<file path="src/inc/masic_pkg.sv">
package masic_pkg;
    // avalon word offsets (byte address = 4 * index)
    localparam logic [3:0] MASIC_REG_ADC_CTRL = 4'h0;
    localparam logic [3:0] MASIC_REG_ADC_DIS = 4'h1;
    localparam logic [3:0] MASIC_REG_PIN_CTRL = 4'h2;
    localparam logic [3:0] MASIC_REG_STATUS = 4'h3;
    localparam logic [3:0] MASIC_REG_FLAG = 4'h4;
    localparam logic [3:0] MASIC_REG_MASK = 4'h5;
    localparam logic [3:0] MASIC_REG_RESULT0 = 4'h8;
    localparam int MASIC_NUM_CH = 8;
    localparam int MASIC_RES_W = 16;
    // adc control fields
    localparam int MASIC_ADC_EN_BIT = 0;
    localparam int MASIC_ADC_ONESHOT_BIT = 1;
    localparam int MASIC_ADC_SAMPLE_LSB = 2;
    localparam int MASIC_ADC_SAMPLE_W = 2;
    // pin control fields
    localparam int MASIC_PG_DIS_BIT = 0;
    localparam int MASIC_PG_FORCE_BIT = 1;
    localparam int MASIC_STAT_DIS_BIT = 2;
    localparam int MASIC_STAT_A_FORCE_BIT = 3;
    localparam int MASIC_STAT_B_FORCE_BIT = 4;
    // interrupt source bit positions
    localparam int MASIC_SRC_PG = 0;
    localparam int MASIC_SRC_PG_LOST = 1;
    localparam int MASIC_SRC_IAC = 2;
    localparam int MASIC_SRC_VAC = 3;
    localparam int MASIC_SRC_WDOG = 4;
    localparam int MASIC_SRC_CHG = 5;
    localparam int MASIC_SRC_TS = 6;
    localparam int MASIC_SRC_THERMAL_SHUTDOWN = 7;
    localparam int MASIC_SRC_BATOV = 8;
    localparam int MASIC_SRC_DONE = 9;
    localparam int MASIC_NUM_SRC = 10;
    localparam logic [31:0] MASIC_RESET_WORD = 32'h0000_0000;
    // time base
    localparam int MASIC_CLK_HZ = 50_000_000;
    localparam int MASIC_PULSE_US = 256;
    localparam int MASIC_PULSE_CYC = MASIC_PULSE_US * (MASIC_CLK_HZ / 1_000_000);
    typedef enum logic [1:0] {
        MASIC_CHG_OFF,
        MASIC_CHG_RUN,
        MASIC_CHG_DONE,
        MASIC_CHG_FAULT
    } masic_chg_e;
endpackage : masic_pkg

</file>
<file path="src/design/masic_top.sv">
// Design decisions made here: the Avalon-MM register port and the placing of the registers.
`timescale 1ns/100ps
// Overview of operation
// - converter may run only if input valid or battery above regulator-good
// - enable bit, one-shot/continuous rate bit, sample field select behaviour
// - one-shot completion clears enable; host must set it again
// - disabled channels skipped; results hold last value or zero
// - channel disabled mid-conversion finishes unless one-shot is left with none enabled; skipped from next sequence
// - one-shot with all channels disabled clears enable
// - one-shot completion sets done status and flag, pulses alert unless masked
// - in continuous mode done status reads zero, done flag unchanged
// - sequencing ignores faults; in continuous mode runs until host clears enable
// - host clearing enable halts at once, results kept
// - switch to one-shot mid-run stops after the current full cycle
// - all channels disabled while running in continuous mode stops after current measurement
// - on battery, enabling converter powers up the regulator rail
// - power good only inside window, both comparators pass, not high-z
// - disable bit detaches power-good pin; force bit pulls it low
// - charge pins: run A on, done B on, fault both, off none
// - disable bit detaches charge pins; two force bits pull each low
// - reverse mode holds both charge pins off
// - unmasked events give active-low 256 us alert pulses; events in one cycle share one pulse, events during a pulse share one more pulse after it
// - sources: pg edges, regulation entry, watchdog, state changes, faults
// - each source has live status, sticky flag and mask
// - status rising edge sets flag; host read clears it
// - current regulation via hw limit pin sets status, flag, alert
module masic_top
    import masic_pkg::*;
#(
    parameter int PULSE_CYCLES = masic_pkg::MASIC_PULSE_CYC,
    parameter int CONV_CYCLES = 16
) (
    input wire logic clk,
    input wire logic sys_rst,
    input wire logic [5:0] avs_address,
    input wire logic avs_read,
    input wire logic avs_write,
    input wire logic [31:0] avs_writedata,
    input wire logic [3:0] avs_byteenable,
    output logic [31:0] avs_readdata,
    output logic avs_waitrequest,
    input wire logic input_voltage_ok,
    input wire logic input_voltage_below_ov,
    input wire logic battery_internal_regulator_rail_ok,
    input wire logic input_undervoltage_pin,
    input wire logic input_overvoltage_pin,
    input wire logic high_impedance_mode,
    input wire logic input_current_regulation,
    input wire logic hw_current_limit_pin,
    input wire logic input_voltage_regulation,
    input wire logic watchdog_expired,
    input wire logic [1:0] charge_state,
    input wire logic [2:0] thermistor_state_field,
    input wire logic thermal_shutdown,
    input wire logic battery_overvoltage,
    input wire logic reverse_mode_active,
    input wire logic conv_valid,
    input wire logic [15:0] conv_data,
    output logic conv_start,
    output logic [2:0] conv_channel,
    output logic [1:0] conv_sample,
    output logic internal_regulator_rail,
    output logic power_good_pin_o,
    output logic power_good_pin_oe,
    output logic charge_status_pin_a_o,
    output logic charge_status_pin_a_oe,
    output logic charge_status_pin_b_o,
    output logic charge_status_pin_b_oe,
    output logic alert_n
);
    import masic_pkg::*;

    localparam int CW = $clog2(CONV_CYCLES + 1);
    localparam int PW = $clog2(PULSE_CYCLES + 1);

    initial begin
        if (PULSE_CYCLES < 1 || CONV_CYCLES < 1) begin
            $error("masic_top: cycle counts must be positive");
        end
    end

    typedef enum logic [1:0] {
        MASIC_IDLE,
        MASIC_PICK,
        MASIC_CONV
    } masic_seq_e;

    function automatic logic [3:0] masic_next_ch(input logic [7:0] dis, input logic [3:0] from);
        logic [3:0] r;
        r = 4'h8;
        for (int i = MASIC_NUM_CH - 1; i >= 0; i--) begin
            if (i >= from && !dis[i]) begin
                r = 4'(i);
            end
        end
        return r;
    endfunction : masic_next_ch

    logic adc_en_q, oneshot_q;
    logic [1:0] sample_q;
    logic [7:0] ch_dis_q;
    logic [4:0] pin_ctrl_q;
    logic [MASIC_NUM_SRC-1:0] flag_q, mask_q, stat_prev_q, stat_now;
    logic [15:0] result_q [MASIC_NUM_CH];
    masic_seq_e seq_q;
    logic [2:0] ch_q;
    logic [CW-1:0] conv_cnt_q;
    logic [PW-1:0] pulse_cnt_q;
    logic [MASIC_NUM_SRC-1:0] pend_q;
    logic [1:0] chg_prev_q;
    logic [2:0] ts_prev_q;
    logic done_stat_q, done_evt, cycle_end, seq_stop;
    logic acc_q;
    logic [31:0] rdata_q;

    // writes land on the edge where waitrequest is sampled low
    wire logic wr_en = avs_write && acc_q;
    wire logic rd_en = avs_read && !acc_q;
    wire logic [3:0] idx = avs_address[5:2];
    wire logic adc_allowed = input_voltage_ok || battery_internal_regulator_rail_ok;
    wire logic power_good = input_voltage_ok && input_voltage_below_ov
        && input_undervoltage_pin && !input_overvoltage_pin && !high_impedance_mode;
    wire logic [3:0] nxt = masic_next_ch(ch_dis_q, 4'({1'b0, ch_q}) + 4'h1);
    wire logic [3:0] first = masic_next_ch(ch_dis_q, 4'h0);

    // one-cycle waitrequest so every access ends on a known edge
    always_ff @(posedge clk) begin
        if (sys_rst) begin
            acc_q <= 1'b0;
        end else begin
            acc_q <= (avs_read || avs_write) && !acc_q;
        end
    end
    assign avs_waitrequest = (avs_read || avs_write) && !acc_q;

    always_ff @(posedge clk) begin
        if (sys_rst) begin
            rdata_q <= MASIC_RESET_WORD;
        end else if (rd_en) begin
            rdata_q <= MASIC_RESET_WORD;
            if (idx >= MASIC_REG_RESULT0) begin
                rdata_q[15:0] <= result_q[3'(idx - MASIC_REG_RESULT0)];
            end else begin
                unique case (idx)
                    MASIC_REG_ADC_CTRL: rdata_q[3:0] <= {sample_q, oneshot_q, adc_en_q};
                    MASIC_REG_ADC_DIS: rdata_q[7:0] <= ch_dis_q;
                    MASIC_REG_PIN_CTRL: rdata_q[4:0] <= pin_ctrl_q;
                    MASIC_REG_STATUS: rdata_q[MASIC_NUM_SRC-1:0] <= stat_now;
                    MASIC_REG_FLAG: rdata_q[MASIC_NUM_SRC-1:0] <= flag_q;
                    MASIC_REG_MASK: rdata_q[MASIC_NUM_SRC-1:0] <= mask_q;
                    default: rdata_q <= MASIC_RESET_WORD;
                endcase
            end
        end
    end
    assign avs_readdata = rdata_q;

    // sequencer control
    assign cycle_end = seq_q == MASIC_CONV && conv_valid && nxt[3];
    wire logic all_dis = &ch_dis_q;
    assign done_evt = oneshot_q && cycle_end;
    assign seq_stop = (oneshot_q && cycle_end) || (all_dis && oneshot_q);

    always_ff @(posedge clk) begin
        if (sys_rst) begin
            adc_en_q <= 1'b0;
            oneshot_q <= 1'b0;
            sample_q <= 2'h0;
        end else begin
            if (wr_en && idx == MASIC_REG_ADC_CTRL && avs_byteenable[0]) begin
                adc_en_q <= avs_writedata[MASIC_ADC_EN_BIT];
                oneshot_q <= avs_writedata[MASIC_ADC_ONESHOT_BIT];
                sample_q <= avs_writedata[MASIC_ADC_SAMPLE_LSB +: MASIC_ADC_SAMPLE_W];
            end else if (seq_stop && adc_en_q) begin
                adc_en_q <= 1'b0;
            end
        end
    end

    always_ff @(posedge clk) begin
        if (sys_rst) begin
            ch_dis_q <= 8'h00;
            pin_ctrl_q <= 5'h00;
            mask_q <= '0;
        end else if (wr_en && avs_byteenable[0]) begin
            if (idx == MASIC_REG_ADC_DIS) ch_dis_q <= avs_writedata[7:0];
            if (idx == MASIC_REG_PIN_CTRL) pin_ctrl_q <= avs_writedata[4:0];
            if (idx == MASIC_REG_MASK) mask_q <= avs_writedata[MASIC_NUM_SRC-1:0];
        end
    end

    // faults are not inputs here on purpose: sequencing ignores them
    always_ff @(posedge clk) begin
        if (sys_rst) begin
            seq_q <= MASIC_IDLE;
            ch_q <= 3'h0;
            conv_cnt_q <= '0;
        end else if (!adc_en_q || !adc_allowed) begin
            seq_q <= MASIC_IDLE;
        end else begin
            unique case (seq_q)
                MASIC_IDLE, MASIC_PICK: begin
                    if (!first[3]) begin
                        ch_q <= first[2:0];
                        conv_cnt_q <= '0;
                        seq_q <= MASIC_CONV;
                    end else begin
                        seq_q <= MASIC_PICK;
                    end
                end
                MASIC_CONV: begin
                    if (conv_cnt_q != CW'(CONV_CYCLES)) begin
                        conv_cnt_q <= conv_cnt_q + CW'(1);
                    end
                    if (conv_valid) begin
                        // disable sampled only between channels, so current one finishes
                        if (all_dis) begin
                            seq_q <= MASIC_PICK;
                        end else if (nxt[3]) begin
                            seq_q <= MASIC_PICK;
                        end else begin
                            ch_q <= nxt[2:0];
                            conv_cnt_q <= '0;
                        end
                    end
                end
                default: seq_q <= MASIC_IDLE;
            endcase
        end
    end
    // gated so a start cannot slip out in the cycle after enable drops
    assign conv_start = seq_q == MASIC_CONV && conv_cnt_q == '0 && adc_en_q && adc_allowed;
    assign conv_channel = ch_q;
    assign conv_sample = sample_q;
    assign internal_regulator_rail = adc_en_q || !high_impedance_mode && input_voltage_ok;

    always_ff @(posedge clk) begin
        if (sys_rst) begin
            for (int i = 0; i < MASIC_NUM_CH; i++) result_q[i] <= 16'h0000;
        end else if (seq_q == MASIC_CONV && conv_valid && adc_en_q) begin
            result_q[ch_q] <= conv_data;
        end
    end

    // done status valid in one-shot only; cleared by next enable
    always_ff @(posedge clk) begin
        if (sys_rst) begin
            done_stat_q <= 1'b0;
        end else if (done_evt) begin
            done_stat_q <= 1'b1;
        end else if (wr_en && idx == MASIC_REG_ADC_CTRL && avs_writedata[MASIC_ADC_EN_BIT]) begin
            done_stat_q <= 1'b0;
        end
    end

    always_comb begin
        stat_now = '0;
        stat_now[MASIC_SRC_PG] = power_good;
        stat_now[MASIC_SRC_PG_LOST] = !power_good;
        stat_now[MASIC_SRC_IAC] = input_current_regulation || hw_current_limit_pin;
        stat_now[MASIC_SRC_VAC] = input_voltage_regulation;
        stat_now[MASIC_SRC_WDOG] = watchdog_expired;
        stat_now[MASIC_SRC_CHG] = charge_state != chg_prev_q;
        stat_now[MASIC_SRC_TS] = thermistor_state_field != ts_prev_q;
        stat_now[MASIC_SRC_THERMAL_SHUTDOWN] = thermal_shutdown;
        stat_now[MASIC_SRC_BATOV] = battery_overvoltage;
        stat_now[MASIC_SRC_DONE] = done_stat_q && oneshot_q;
    end

    wire logic [MASIC_NUM_SRC-1:0] rise = stat_now & ~stat_prev_q;
    always_ff @(posedge clk) begin
        if (sys_rst) begin
            // power-lost idles high; avoids a false edge after reset
            stat_prev_q <= MASIC_NUM_SRC'(1) << MASIC_SRC_PG_LOST;
            chg_prev_q <= 2'h0;
            ts_prev_q <= 3'h0;
            flag_q <= '0;
        end else begin
            stat_prev_q <= stat_now;
            chg_prev_q <= charge_state;
            ts_prev_q <= thermistor_state_field;
            // set beats the read clear
            flag_q <= ((rd_en && idx == MASIC_REG_FLAG) ? '0 : flag_q) | rise;
        end
    end

    // one pending bit per source; a queued event waits for the pulse to finish
    wire logic [MASIC_NUM_SRC-1:0] new_evt = rise & ~mask_q;
    always_ff @(posedge clk) begin
        if (sys_rst) begin
            pend_q <= '0;
            pulse_cnt_q <= '0;
        end else begin
            if (pulse_cnt_q != '0) begin
                pulse_cnt_q <= pulse_cnt_q - PW'(1);
                pend_q <= pend_q | new_evt;
            end else if ((pend_q | new_evt) != '0) begin
                pulse_cnt_q <= PW'(PULSE_CYCLES);
                pend_q <= '0;
            end
        end
    end
    assign alert_n = pulse_cnt_q == '0;

    masic_chg_e chg;
    assign chg = masic_chg_e'(charge_state);
    logic stat_a_on, stat_b_on;
    always_comb begin
        stat_a_on = 1'b0;
        stat_b_on = 1'b0;
        if (reverse_mode_active) begin
            stat_a_on = 1'b0;
        end else if (pin_ctrl_q[MASIC_STAT_DIS_BIT]) begin
            stat_a_on = pin_ctrl_q[MASIC_STAT_A_FORCE_BIT];
            stat_b_on = pin_ctrl_q[MASIC_STAT_B_FORCE_BIT];
        end else begin
            unique case (chg)
                MASIC_CHG_RUN: stat_a_on = 1'b1;
                MASIC_CHG_DONE: stat_b_on = 1'b1;
                MASIC_CHG_FAULT: begin
                    stat_a_on = 1'b1;
                    stat_b_on = 1'b1;
                end
                MASIC_CHG_OFF: stat_a_on = 1'b0;
            endcase
        end
    end

    // open drain: output always low, enable means pull low
    logic pg_on_q, sa_q, sb_q;
    always_ff @(posedge clk) begin
        if (sys_rst) begin
            pg_on_q <= 1'b0;
            sa_q <= 1'b0;
            sb_q <= 1'b0;
        end else begin
            pg_on_q <= pin_ctrl_q[MASIC_PG_DIS_BIT] ? pin_ctrl_q[MASIC_PG_FORCE_BIT]
                : power_good;
            sa_q <= stat_a_on;
            sb_q <= stat_b_on;
        end
    end
    assign power_good_pin_o = 1'b0;
    assign power_good_pin_oe = pg_on_q;
    assign charge_status_pin_a_o = 1'b0;
    assign charge_status_pin_a_oe = sa_q;
    assign charge_status_pin_b_o = 1'b0;
    assign charge_status_pin_b_oe = sb_q;
endmodule : masic_top

</file>
<file path="config.mk">
export PLATFORM = sky130hd
export DESIGN_NAME = masic_top
export DESIGN_NICKNAME = d
export VERILOG_FILES = /design/src/inc/masic_pkg.sv /design/src/design/masic_top.sv
export SDC_FILE = /design/constraint.sdc
export NUM_CORES = 1
export LEC_CHECK = 0
export BUFFER_PORTS_ARGS = -buffer_cell sky130_fd_sc_hd__buf_2
export CAP_MARGIN = 20
export CORE_MARGIN = 2
export CORE_UTILIZATION = 50
export CTS_BUF_LIST = sky130_fd_sc_hd__clkbuf_8
export DETAILED_ROUTE_END_ITERATION = 16
export PLACE_DENSITY = 0.7
export SYNTH_ARGS = -nofsm -noshare
export SYNTH_HDL_FRONTEND = slang
export SYNTH_SLANG_ARGS = --single-unit
</file>
<file path="constraint.sdc">
create_clock -name clk -period 2.54 [get_ports clk]
set_input_delay 0.254 -clock clk [delete_from_list [all_inputs] [get_ports clk]]
set_output_delay 0.254 -clock clk [all_outputs]
set_load 0.005 [all_outputs]
</file>
==> results of run 1 <==
-- layout make-up --
| cell class | count | share of cell area (%) |
|---|---|---|
| Clock buffer | 43 | 4.64 |
| Timing Repair Buffer | 146 | 7.83 |
| Clock inverter | 28 | 1.02 |
| Tap cell | 280 | 2.75 |
| Inverter | 14 | 0.412 |
| Sequential cell | 235 | 46.9 |
| Multi-Input combinational cell | 668 | 36.4 |
-- critical path: stages (launching register included) --
cell     delay, ns
dfxtp_1       0.35
or4_1         0.59
or3_4         0.44
inv_2         0.12
buf_2         0.13
-- where the power goes --
part	switching, uW	total (uW)	internal [uW]	leakage, uW
combinational	765	1440	675	0.00245
clock	1530	3100	1570	0.000429
sequential	179	4440	4260	0.00220
total	2470	8980	6510	0.00508
-- layout by cell type (no fill, tap or decap), types with 8 or more instances in the layout --
| cell | n |
|---|---|
| nor2b_1 | 28 |
| nand3_1 | 16 |
| or2_2 | 14 |
| buf_4 | 41 |
| nand2_1 | 51 |
| and2_1 | 131 |
| mux4_2 | 32 |
| dfxtp_1 | 106 |
| o21ai_0 | 21 |
| a21oi_1 | 46 |
| mux2i_1 | 29 |
| nor2_1 | 104 |
| buf_2 | 80 |
| dlygate4sd3_1 | 21 |
| mux2_2 | 8 |
| inv_1 | 28 |
| nor3_1 | 25 |
| nand2b_1 | 9 |
| conb_1 | 19 |
| clkbuf_8 | 43 |
| edfxtp_1 | 128 |
-- cells in the mapped netlist, types with 3 or more instances --
library cell / n
a211o_1: 3
a211oi_1: 5
a21oi_1: 46
a221o_1: 3
a221oi_1: 7
a22o_1: 4
a22oi_1: 7
a311oi_1: 4
a31oi_1: 5
and2_1: 131
and3_1: 4
buf_2: 8
buf_4: 24
clkbuf_1: 30
dfxtp_1: 107
edfxtp_1: 128
ha_1: 7
inv_1: 13
mux2_2: 8
mux2i_1: 29
mux4_2: 32
nand2_1: 51
nand2b_1: 9
nand3_1: 16
nand3b_1: 5
nand4_1: 4
nor2_1: 104
nor2b_1: 29
nor3_1: 25
nor3b_1: 6
o21ai_0: 21
or2_2: 14
or4_1: 4
xnor2_1: 5
xor2_1: 6
-- stage by stage --
step / std cells / total power (uW) / setup WS, ns / instance area, um2
after CTS: 1406 / 8940 / 0.0482 / 12700
final: 1414 / 8980 / 0.105 / 12800
after global placement: 1314 / 5780 / 0.175 / 11700
after global routing: 1414 / 9400 / 0.00341 / 12800
after floorplan: 982 / 5450 / 0.332 / 11000
after detailed placement: 1314 / 5820 / 0.123 / 11700
-- path summary, 6_finish.rpt --
check	from	to	slack (ns)
setup reg to reg	conv_channel[0]	conv_cnt_q[3]	0.19
setup / recovery	pulse_cnt_q[9]	alert_n	0.10
hold reg to reg	pend_q[1]	pend_q[1]	0.46
hold / removal	avs_writedata[0]	pin_ctrl_q[0]	0.03
-- per-layer routing --
metal  vias to the layer above  global-route usage, %
met4                         0                   7.70
met5                         -                      0
li1                       3741                      -
met1                      3793                   29.7
met2                       265                   38.3
met3                        51                   3.37
-- registers in the layout, summed over array words and instances (netlist names), 2 cells and up --
register      count
stat_prev_q      10
flag_q           10
ts_prev_q         3
pend_q           10
conv_cnt_q        5
mask_q           10
avs_readdata     16
conv_sample       2
pulse_cnt_q      14
ch_dis_q          8
pin_ctrl_q        5
result_q        128
conv_channel      3
seq_q             2
chg_prev_q        2
-- logic make-up (layout without fill, tap and decap cells) --
family	count (synthesis)	after routing	share of synthesized area, %
and+or+nand+nor	422	423	20.8
buffers and inverters	80	231	3.80
muxes	70	70	10.2
other	1	19	0.0343
adders and majority gates	7	7	0.800
xor gates and xnor gates	11	11	0.880
AOI/OAI and AO/OA	138	138	8.79
DFF	235	235	54.7
-- timing repair --
action | 4_1_cts | 5_1_grt
endpoints found under the hold margin | 26 | 0
cloned | 0 | 1
hold buffers | 21 | 0
endpoints found under the setup margin | 1 | 5
gates resized for setup | 1 | 5
pin swaps | 1 | 4
buffers inserted | 0 | 7
==> metrics.md, run 1 <==
| Metric | Value |
|---|---|
| DP Wirelength | 18.0 mm |
| Initial Utilization | 50.6% |
| Top-area cell type share of the netlist area | 35.1% |
| Async set-or-reset flop fraction in the synthesized netlist | 0% |
| Worst Hold Depth | 3 |
| Worst Path Class, Setup | flip-flop to output port |
| Residual DRC | 0 |
| CTS clk-pin slew, worst paths | 0.06 ns |
| Clock Path Buffers | 3 |
| Vias in the first global route | 7654 |
| Cells after synthesis | 964 |
| Rows | 54 |
| Pwr dens | 704 nW/um2 |
| Share of cells above drive strength 1 | 22.3% |
| Hold Vio Cnt, Final | 0 |
| Final Setup Violations | 0 |
| Number of synthesized flops with an enable pin | 128 |
| Avg Cell Area, Syn | 11.4 um2 |
| Crit path time final | 2.44 ns |
| Yosys top cell by area | edfxtp_1 |
| Drt total wl | 26.4 mm |
| Crit-path max FO | 7 |
| Post-Route Utilization | 59.0% |
| Die width | 152 um |
| Skew final | 0.0141 ns |
| Mapped Area | 10900 um2 |
| Worst R2R Path Depth | 8 |
| Worst-margin pin slew | 0.608 ns |
| Maximum VDD drop | 0.427 mV |
| Number of clock sinks | 235 |
| Fill cells | 1824 |
| Num CTS Buffers | 40 |
| CP endpoint kind | output port |
| Ys flop type | edfxtp_1 |
| CTS root buffer | clkbuf_8 |
| Die Area | 23100 um2 |
| Yosys cell types | 80 |
| Antenna violations before repair | 0 |
| Number of max-cap violations | 0 |
| Arrival time worst endpoint | 2.18 ns |
| Core ar. | 21600 um2 |
| Area of the multi-input gates | 4650 um2 |
| Total number of vias | 7850 |
| Synth warnings | 0 |
| Synthesis-to-layout area growth | 16.6% |
| DR vias/cell | 5.55 |
| GRT Total Usage | 22.5% |
| Skew-Pair Late Insertion Delay | 0.55 ns |
| Die Y | 152 um |
| Status | finished clean |
| Slew Limit Fails | 0 |
| Iteration-0 DRC Markers | 525 |
| Type of the worst min-delay path | input port to flip-flop |
| Final Cycle Share | 95.9% |
| Fin Setup TNS | 0 ns |
| Ranking of synthesized cells by area | edfxtp_1 35%, dfxtp_1 20%, and2_1 7.5% |
| TritonCTS clock tree | yes |
| First-pass GRT wire length | 41.4 mm |
| RSZ-0062 raised after global routing | no |
| Yosys reg bits | 235 |
| IO Count | 128 |
| Routed wl met2 | 13.0 mm |
| Routed WL per cell | 18.6 um |
| Lkg Pwr | 0.00508 uW |
| Ant. Diodes | 0 |
| Met3 WL post-DR | 1.49 mm |
| Worst setup SP type | flip-flop |
| Highest metal layer with signal wires | met4 |
| Fmax | 0.411 GHz |
| Drt first pass iters | 6 |
| Layout Nets | 1193 |
| Met1 wire length | 11.2 mm |
| Largest net degree at the start of global routing | 102 |
| Worst Hold Slack | 0.0273 ns |
| Seq/Total Area, Yosys | 54.7% |
| Port Buffers | 81 |
| GRT overflow | 0 |
| CTS HTree Levels | 2 |
| Critical Path RT | 2.29 ns |
| Sequential Area | 5990 um2 |
| ANT nets after route | 0 |
| GPL Wtd Cong | 0.903 |
| Max_slew headroom | 58.4% |
Power figures use the tool's default switching activity.
==> inputs of run 2 (changes only) <==
Settings changed: CORE_ASPECT_RATIO set to 0.8.
==> metrics.md, run 2 (synthesis results as in run 1) <==
| Metric | Value |
|---|---|
| Status | finished clean |
| Crit path time final | 2.39 ns (-0.0419 ns) |
| Final Setup Violations | 0 (unchanged) |
| Antenna violations before repair | 2 (+2) |
| Most flop-heavy register | result_q |
| Lkg Pwr | 0.00504 uW (-0.77%) |
| Clock Path Buffers | 3 (unchanged) |
| CTS clk-pin slew, worst paths | 0.06 ns (about the same) |
| Die Y | 136 um (-10%) |
| Skew-Pair Late Insertion Delay | 0.55 ns (about the same) |
| Rows | 48 (-11%) |
| Pwr dens | 702 nW/um2 (-0.34%) |
| CP startpoint | pulse_cnt_q[5] |
| Initial Utilization | 50.9% (+0.28 points) |
| Maximum VDD drop | 0.339 mV (-21%) |
| First-pass GRT wire length | 41.8 mm (+1.0%) |
| Core ar. | 21500 um2 (-0.56%) |
| Drt total wl | 27.1 mm (+2.7%) |
| Post-Route Utilization | 58.8% (-0.21 points) |
| Grt met3 use | 5.33% (+2.0 points) |
| Layout Nets | 1189 (-0.34%) |
| Number of clock sinks | 235 (unchanged) |
| Skew final | 0.0314 ns (+0.0173 ns) |
| Largest net degree at the start of global routing | 67 (-34%) |
| Vias in the first global route | 7542 (-1.5%) |
| TritonCTS clock tree | yes |
| Commonest non-fill, non-tap cells in the layout | 131 x and2_1, 128 x edfxtp_1, 107 x dfxtp_1, 104 x nor2_1, 80 x buf_2 |
| Final Cycle Share | 94.2% (-1.7 points) |
| ANT nets after route | 0 (unchanged) |
| Gr busiest metal | met2 |
| Bufs and invs on worst path | 2 (unchanged) |
| Slew Limit Fails | 0 (unchanged) |
| Commonest non-fill, non-tap cell in the layout | and2_1 |
| M2 GR Usage | 36.0% (-2.3 points) |
| Worst Path Class, Setup | flip-flop to output port |
| GPL Wtd Cong | 0.890 (-1.5%) |
| Die Area | 23100 um2 (about the same) |
| Worst-margin pin slew | 0.694 ns (+0.0861 ns) |
| Worst r2r src | conv_channel[1] |
| Max_slew headroom | 53.7% (-4.7 points) |
| DP Wirelength | 18.0 mm (about the same) |
| Slowest stage delay, CP | 0.45 ns (-0.14 ns) |
| Hold_sp | avs_writedata[0] |
| CP endpoint kind | output port |
| Max reg flops | 128 (unchanged) |
| Iteration-0 DRC Markers | 826 (+57%) |
| Num CTS Buffers | 39 (-2.5%) |
| Number of max-cap violations | 0 (unchanged) |
| Critical Path RT | 2.29 ns (about the same) |
| Routed WL per cell | 19.3 um (+3.4%) |
| Type of the worst min-delay path | input port to flip-flop |
| Hold Vio Cnt, Final | 0 (unchanged) |
| Fmax | 0.418 GHz (+1.8%) |
| IO Count | 128 (unchanged) |
| GRT Total Usage | 23.8% (+1.3 points) |
| Drt first pass iters | 5 (-1) |
| CTS HTree Levels | 2 (unchanged) |
| Fin Setup TNS | 0 ns (unchanged) |
| Crit-path max FO | 7 (unchanged) |
| CP max stage cell | or3_4 |
| Die width | 169 um (+11%) |
| GRT overflow | 0 (unchanged) |
| Share of cells above drive strength 1 | 22.0% (-0.31 points) |
| Port Buffers | 81 (unchanged) |
| DR vias/cell | 5.58 (+0.46%) |
| CTS root buffer | clkbuf_8 |
| Worst setup SP type | flip-flop |
| Arrival time worst endpoint | 2.14 ns (-0.04 ns) |
| Total number of vias | 7830 (-0.25%) |
| Cell family with most CP delay | simple AND/OR/NAND/NOR gates |
| Synthesis-to-layout area growth | 15.5% |
| Cells along the critical path | nor4_2 -> nand4b_1 -> or3_4 -> inv_2 -> buf_2 |
| Residual DRC | 0 (unchanged) |
| Met1 usage | 34.5% (+4.7 points) |
run 2: cell types whose count changed in the layout (fill, tap and decap cells not counted), moves of 2 or more:
cell,delta
dlygate4sd3_1,-3
diode_2,+2
clkbuf_8,-3
buf_12,-3
buf_4,+4
run 2: timing repair:
| item | in CTS | in global routing |
|---|---|---|
| pin swaps | 1 | 2 |
| hold endpoints to repair | 21 | 0 |
| cloned | 0 | 0 |
| setup endpoints to repair | 1 | 3 |
| setup buffers | 0 | 3 |
| gates resized for setup | 1 | 1 |
| hold buffers | 18 | 0 |
run 2: cell type report:
| class | count | area (um2) |
|---|---|---|
| antenna | 2 | 5.00 |
| sequential | 235 | 5990 |
| clock inverter | 27 | 153 |
| clock buffer | 40 | 551 |
| multi-input combinational | 667 | 4610 |
| fill | 1815 | 8860 |
| timing repair buffer | 144 | 938 |
| tap | 275 | 344 |
| inverter | 14 | 52.6 |
run 2: worst paths after layout:
path	endpoint	slack [ns]	cells after the start
setup / recovery	alert_n	0.15	5
hold / removal	pin_ctrl_q[0]	0.02	3
setup reg to reg	conv_cnt_q[2]	0.19	9
hold reg to reg	pend_q[1]	0.47	2
run 2: layer usage:
metal,part of all wire (%),vias to the layer above
li1,-,3722
met1,47,3807
met2,45,255
met3,6.9,46
met4,1.9,0
met5,0,-
run 2: worst reg2reg max path: cells and delay by family (launching register included):
family,cells,cell delay (ns)
AOI/OAI and AO/OA,4,1.01
DFF,1,0.46
and+or+nand+nor,2,0.31
buffers and inverters,2,0.30
adders and majority gates,1,0.20
run 2: where the power goes:
group / internal [uW] / switching [uW]
Clock: 1570 / 1490
Combinational: 611 / 761
Sequential: 4260 / 171
run 2: per-stage QoR:
step	std cells	hold slack, ns	instance area, um2	power, uW	setup slack (ns)
2_1_floorplan	982	0.331	11000	5450	0.332
3_3_place_gp	1314	0.439	11700	5790	0.168
3_5_place_dp	1314	0.439	11700	5820	0.142
4_1_cts	1399	0.00305	12600	8910	0.0552
5_1_grt	1402	0.0149	12600	9280	-0.000137
6_report	1404	0.0247	12600	8870	0.147
==> inputs of run 3 (changes only) <==
Settings changed: CORE_UTILIZATION 50 to 44, CTS_BUF_LIST sky130_fd_sc_hd__clkbuf_8 to sky130_fd_sc_hd__clkbuf_16, PLACE_DENSITY 0.7 to not set.
==> metrics.md, run 3 (synthesis results as in run 1) <==
| Metric | Value |
|---|---|
| Skew final | 0.0108 ns (-0.0207 ns) |
| Critical Path RT | 2.29 ns (about the same) |
| Commonest non-fill, non-tap cell in the layout | and2_1 |
| Initial Utilization | 44.9% (-6.0 points) |
| Worst Path Class, Setup | flip-flop to output port |
| CTS root buffer | clkbuf_16 |
| GRT Total Usage | 21.2% (-2.6 points) |
| CP endpoint kind | output port |
| First-pass GRT wire length | 43.4 mm (+3.9%) |
| Arrival time worst endpoint | 2.14 ns (about the same) |
| Fmax | 0.418 GHz (about the same) |
| Worst Hold Slack | 0.0205 ns (-0.00428 ns) |
| GRT overflow | 0 (unchanged) |
| Worst R2R Path Depth | 9 (unchanged) |
| ANT nets after route | 0 (unchanged) |
| Drt total wl | 27.8 mm (+2.5%) |
| Part of the power in registers | 48.3% (-1.7 points) |
| Worst r2r src | conv_channel[0] |
| Post-layout instance area | 12700 um2 (+0.15%) |
| Routed WL per cell | 19.6 um (+1.7%) |
| Die Y | 145 um (+6.4%) |
| Layout Nets | 1166 (-1.9%) |
| Iteration-0 DRC Markers | 571 (-31%) |
| Residual DRC | 0 (unchanged) |
| Internal | 6750 uW (+4.8%) |
| Switch share | 26.4% (-0.99 points) |
| Worst setup SP type | flip-flop |
| Dpl cells | 1354 (+3.0%) |
| Hold_sp | battery_overvoltage |
| Crit-path max FO | 7 (unchanged) |
| Hold Path Sink | stat_prev_q[8] |
| Worst-margin pin slew | 0.677 ns (-0.0170 ns) |
| Number of clock sinks | 235 (unchanged) |
| CP max stage cell | or3_4 |
| Clock Path Buffers | 3 (unchanged) |
| Die Area | 26200 um2 (+13%) |
| Rows | 51 (+6.3%) |
| Final Setup Violations | 0 (unchanged) |
| Final Cycle Share | 94.3% (about the same) |
| DR vias/cell | 5.39 (-3.3%) |
| FF-to-FF setup slack | 0.15 ns (-0.04 ns) |
| Cell family with most CP delay | simple AND/OR/NAND/NOR gates |
| Hold Vio Cnt, Final | 0 (unchanged) |
| Num CTS Buffers | 25 (-36%) |
| Die width | 180 um (+6.4%) |
| RSZ-0062 raised after global routing | no |
| Largest net degree at the start of global routing | 63 (-6.0%) |
| P_sw | 2420 uW (-0.38%) |
| Skew-Pair Late Insertion Delay | 0.51 ns (-0.04 ns) |
| Most flop-heavy register | result_q |
| Antenna violations before repair | 1 (-1) |
| Maximum VDD drop | 0.444 mV (+31%) |
| Placed inst area | 11800 um2 (+0.37%) |
| Slew Limit Fails | 0 (unchanged) |
| DP Wirelength | 18.9 mm (+5.0%) |
| Status | finished clean |
| TritonCTS clock tree | yes |
| Fill cells | 2170 (+20%) |
| Pwr dens | 724 nW/um2 (+3.2%) |
| Vias in the first global route | 7428 (-1.5%) |
| Max reg flops | 128 (unchanged) |
| Lkg Pwr | 0.00496 uW (-1.5%) |
| Slowest stage delay, CP | 0.42 ns (-0.03 ns) |
| Core ar. | 24400 um2 (+13%) |
| Drt first pass iters | 5 (unchanged) |
| Type of the worst min-delay path | input port to flip-flop |
| GPL Wtd Cong | 0.875 (-1.6%) |
| Commonest non-fill, non-tap cells in the layout | 131 x and2_1, 128 x edfxtp_1, 107 x dfxtp_1, 104 x nor2_1, 80 x buf_2 |
| Worst Hold Depth | 2 (-1) |
| CTS clk-pin slew, worst paths | 0.06 ns (about the same) |
| Total number of vias | 7630 (-2.6%) |
| Max_slew headroom | 53.7% (about the same) |
| IO Count | 128 (unchanged) |
| CTS HTree Levels | 1 (-1) |
| Share of cells above drive strength 1 | 21.3% (-0.75 points) |
| Clock power share | 36.6% (+2.1 points) |
| Combinational power share | 15.1% (-0.4 points) |
| Worst r2r dst | conv_cnt_q[3] |
| Synthesis-to-layout area growth | 15.7% |
| Cells along the critical path | nor4_2 -> nand4b_1 -> or3_4 -> clkinvlp_4 -> buf_2 |
| Crit path time final | 2.39 ns (+0.00162 ns) |
| Fin Setup TNS | 0 ns (unchanged) |
| Final cell count without fillers | 1415 (+0.78%) |
| Bufs and invs on worst path | 2 (unchanged) |
| Port Buffers | 81 (unchanged) |
| Number of max-cap violations | 0 (unchanged) |
run 3: area by class of cell:
type	count	area (um2)	area share, %
flip-flops and latches	235	5990	47.3
multi-input cells	667	4610	36.4
repair buffers	135	863	6.82
clock buffers	25	626	4.94
well taps	318	398	3.14
clock inverters	20	116	0.919
inverters	14	56.3	0.445
diodes	1	2.50	0.0198
run 3: power groups by stage:
| stage | clock [uW] | combinational [uW] | sequential [uW] |
|---|---|---|---|
| 2_1_floorplan | 0 | 985 | 4470 |
| 5_1_grt | 3600 | 1540 | 4460 |
| 3_3_place_gp | 0 | 1310 | 4500 |
| 3_5_place_dp | 0 | 1320 | 4510 |
| 6_report | 3360 | 1380 | 4430 |
| 4_1_cts | 3420 | 1360 | 4430 |
run 3: what timing repair did:
action                                  4_1_cts  5_1_grt
hold buffers                                 10        0
pin swaps                                     1        3
resized for setup                             0        2
buffers inserted                              1        4
endpoints found under the setup margin        1        5
endpoints found under the hold margin        10        0
run 3: worst max-delay path by stage:
stage | from | to | slack (ns) | cells past startpoint
2_1_floorplan | conv_channel[1] | conv_cnt_q[3] | 0.33 | 9
3_3_place_gp | conv_channel[0] | conv_channel[1] | 0.23 | 8
3_5_place_dp | conv_channel[1] | conv_cnt_q[3] | 0.16 | 8
4_1_cts | pulse_cnt_q[5] | alert_n | 0.1 | 5
5_1_grt | conv_channel[0] | conv_channel[1] | 0.002 | 8
6_report | pulse_cnt_q[5] | alert_n | 0.15 | 5
run 3: stage by stage:
stage	utilization [%]	total power [uW]	setup slack, ns
after detailed placement	48.3	5830	0.163
after floorplan	-	5450	0.332
after global placement	48.3	5810	0.235
after CTS	51.8	9200	0.0950
final	51.9	9170	0.145
after global routing	51.9	9600	0.00242
run 3: layer usage:
layer | GRT usage (%) | wire, um | vias to the layer above
met5 | 0 | 0 | -
met4 | 4.40 | 429 | 0
met3 | 3.79 | 1590 | 32
met2 | 31.4 | 12200 | 221
met1 | 32.5 | 13500 | 3711
li1 | - | - | 3666
run 3: worst register-to-register path, delay by kind of cell, from the launching register on:
family | cells | cell delay (ns)
AO/OA/AOI/OAI | 5 | 1.14
adder cells (fa/ha/maj) | 1 | 0.36
buffers and inverters | 2 | 0.31
flip-flops | 1 | 0.42
AND/OR/NAND/NOR | 1 | 0.12
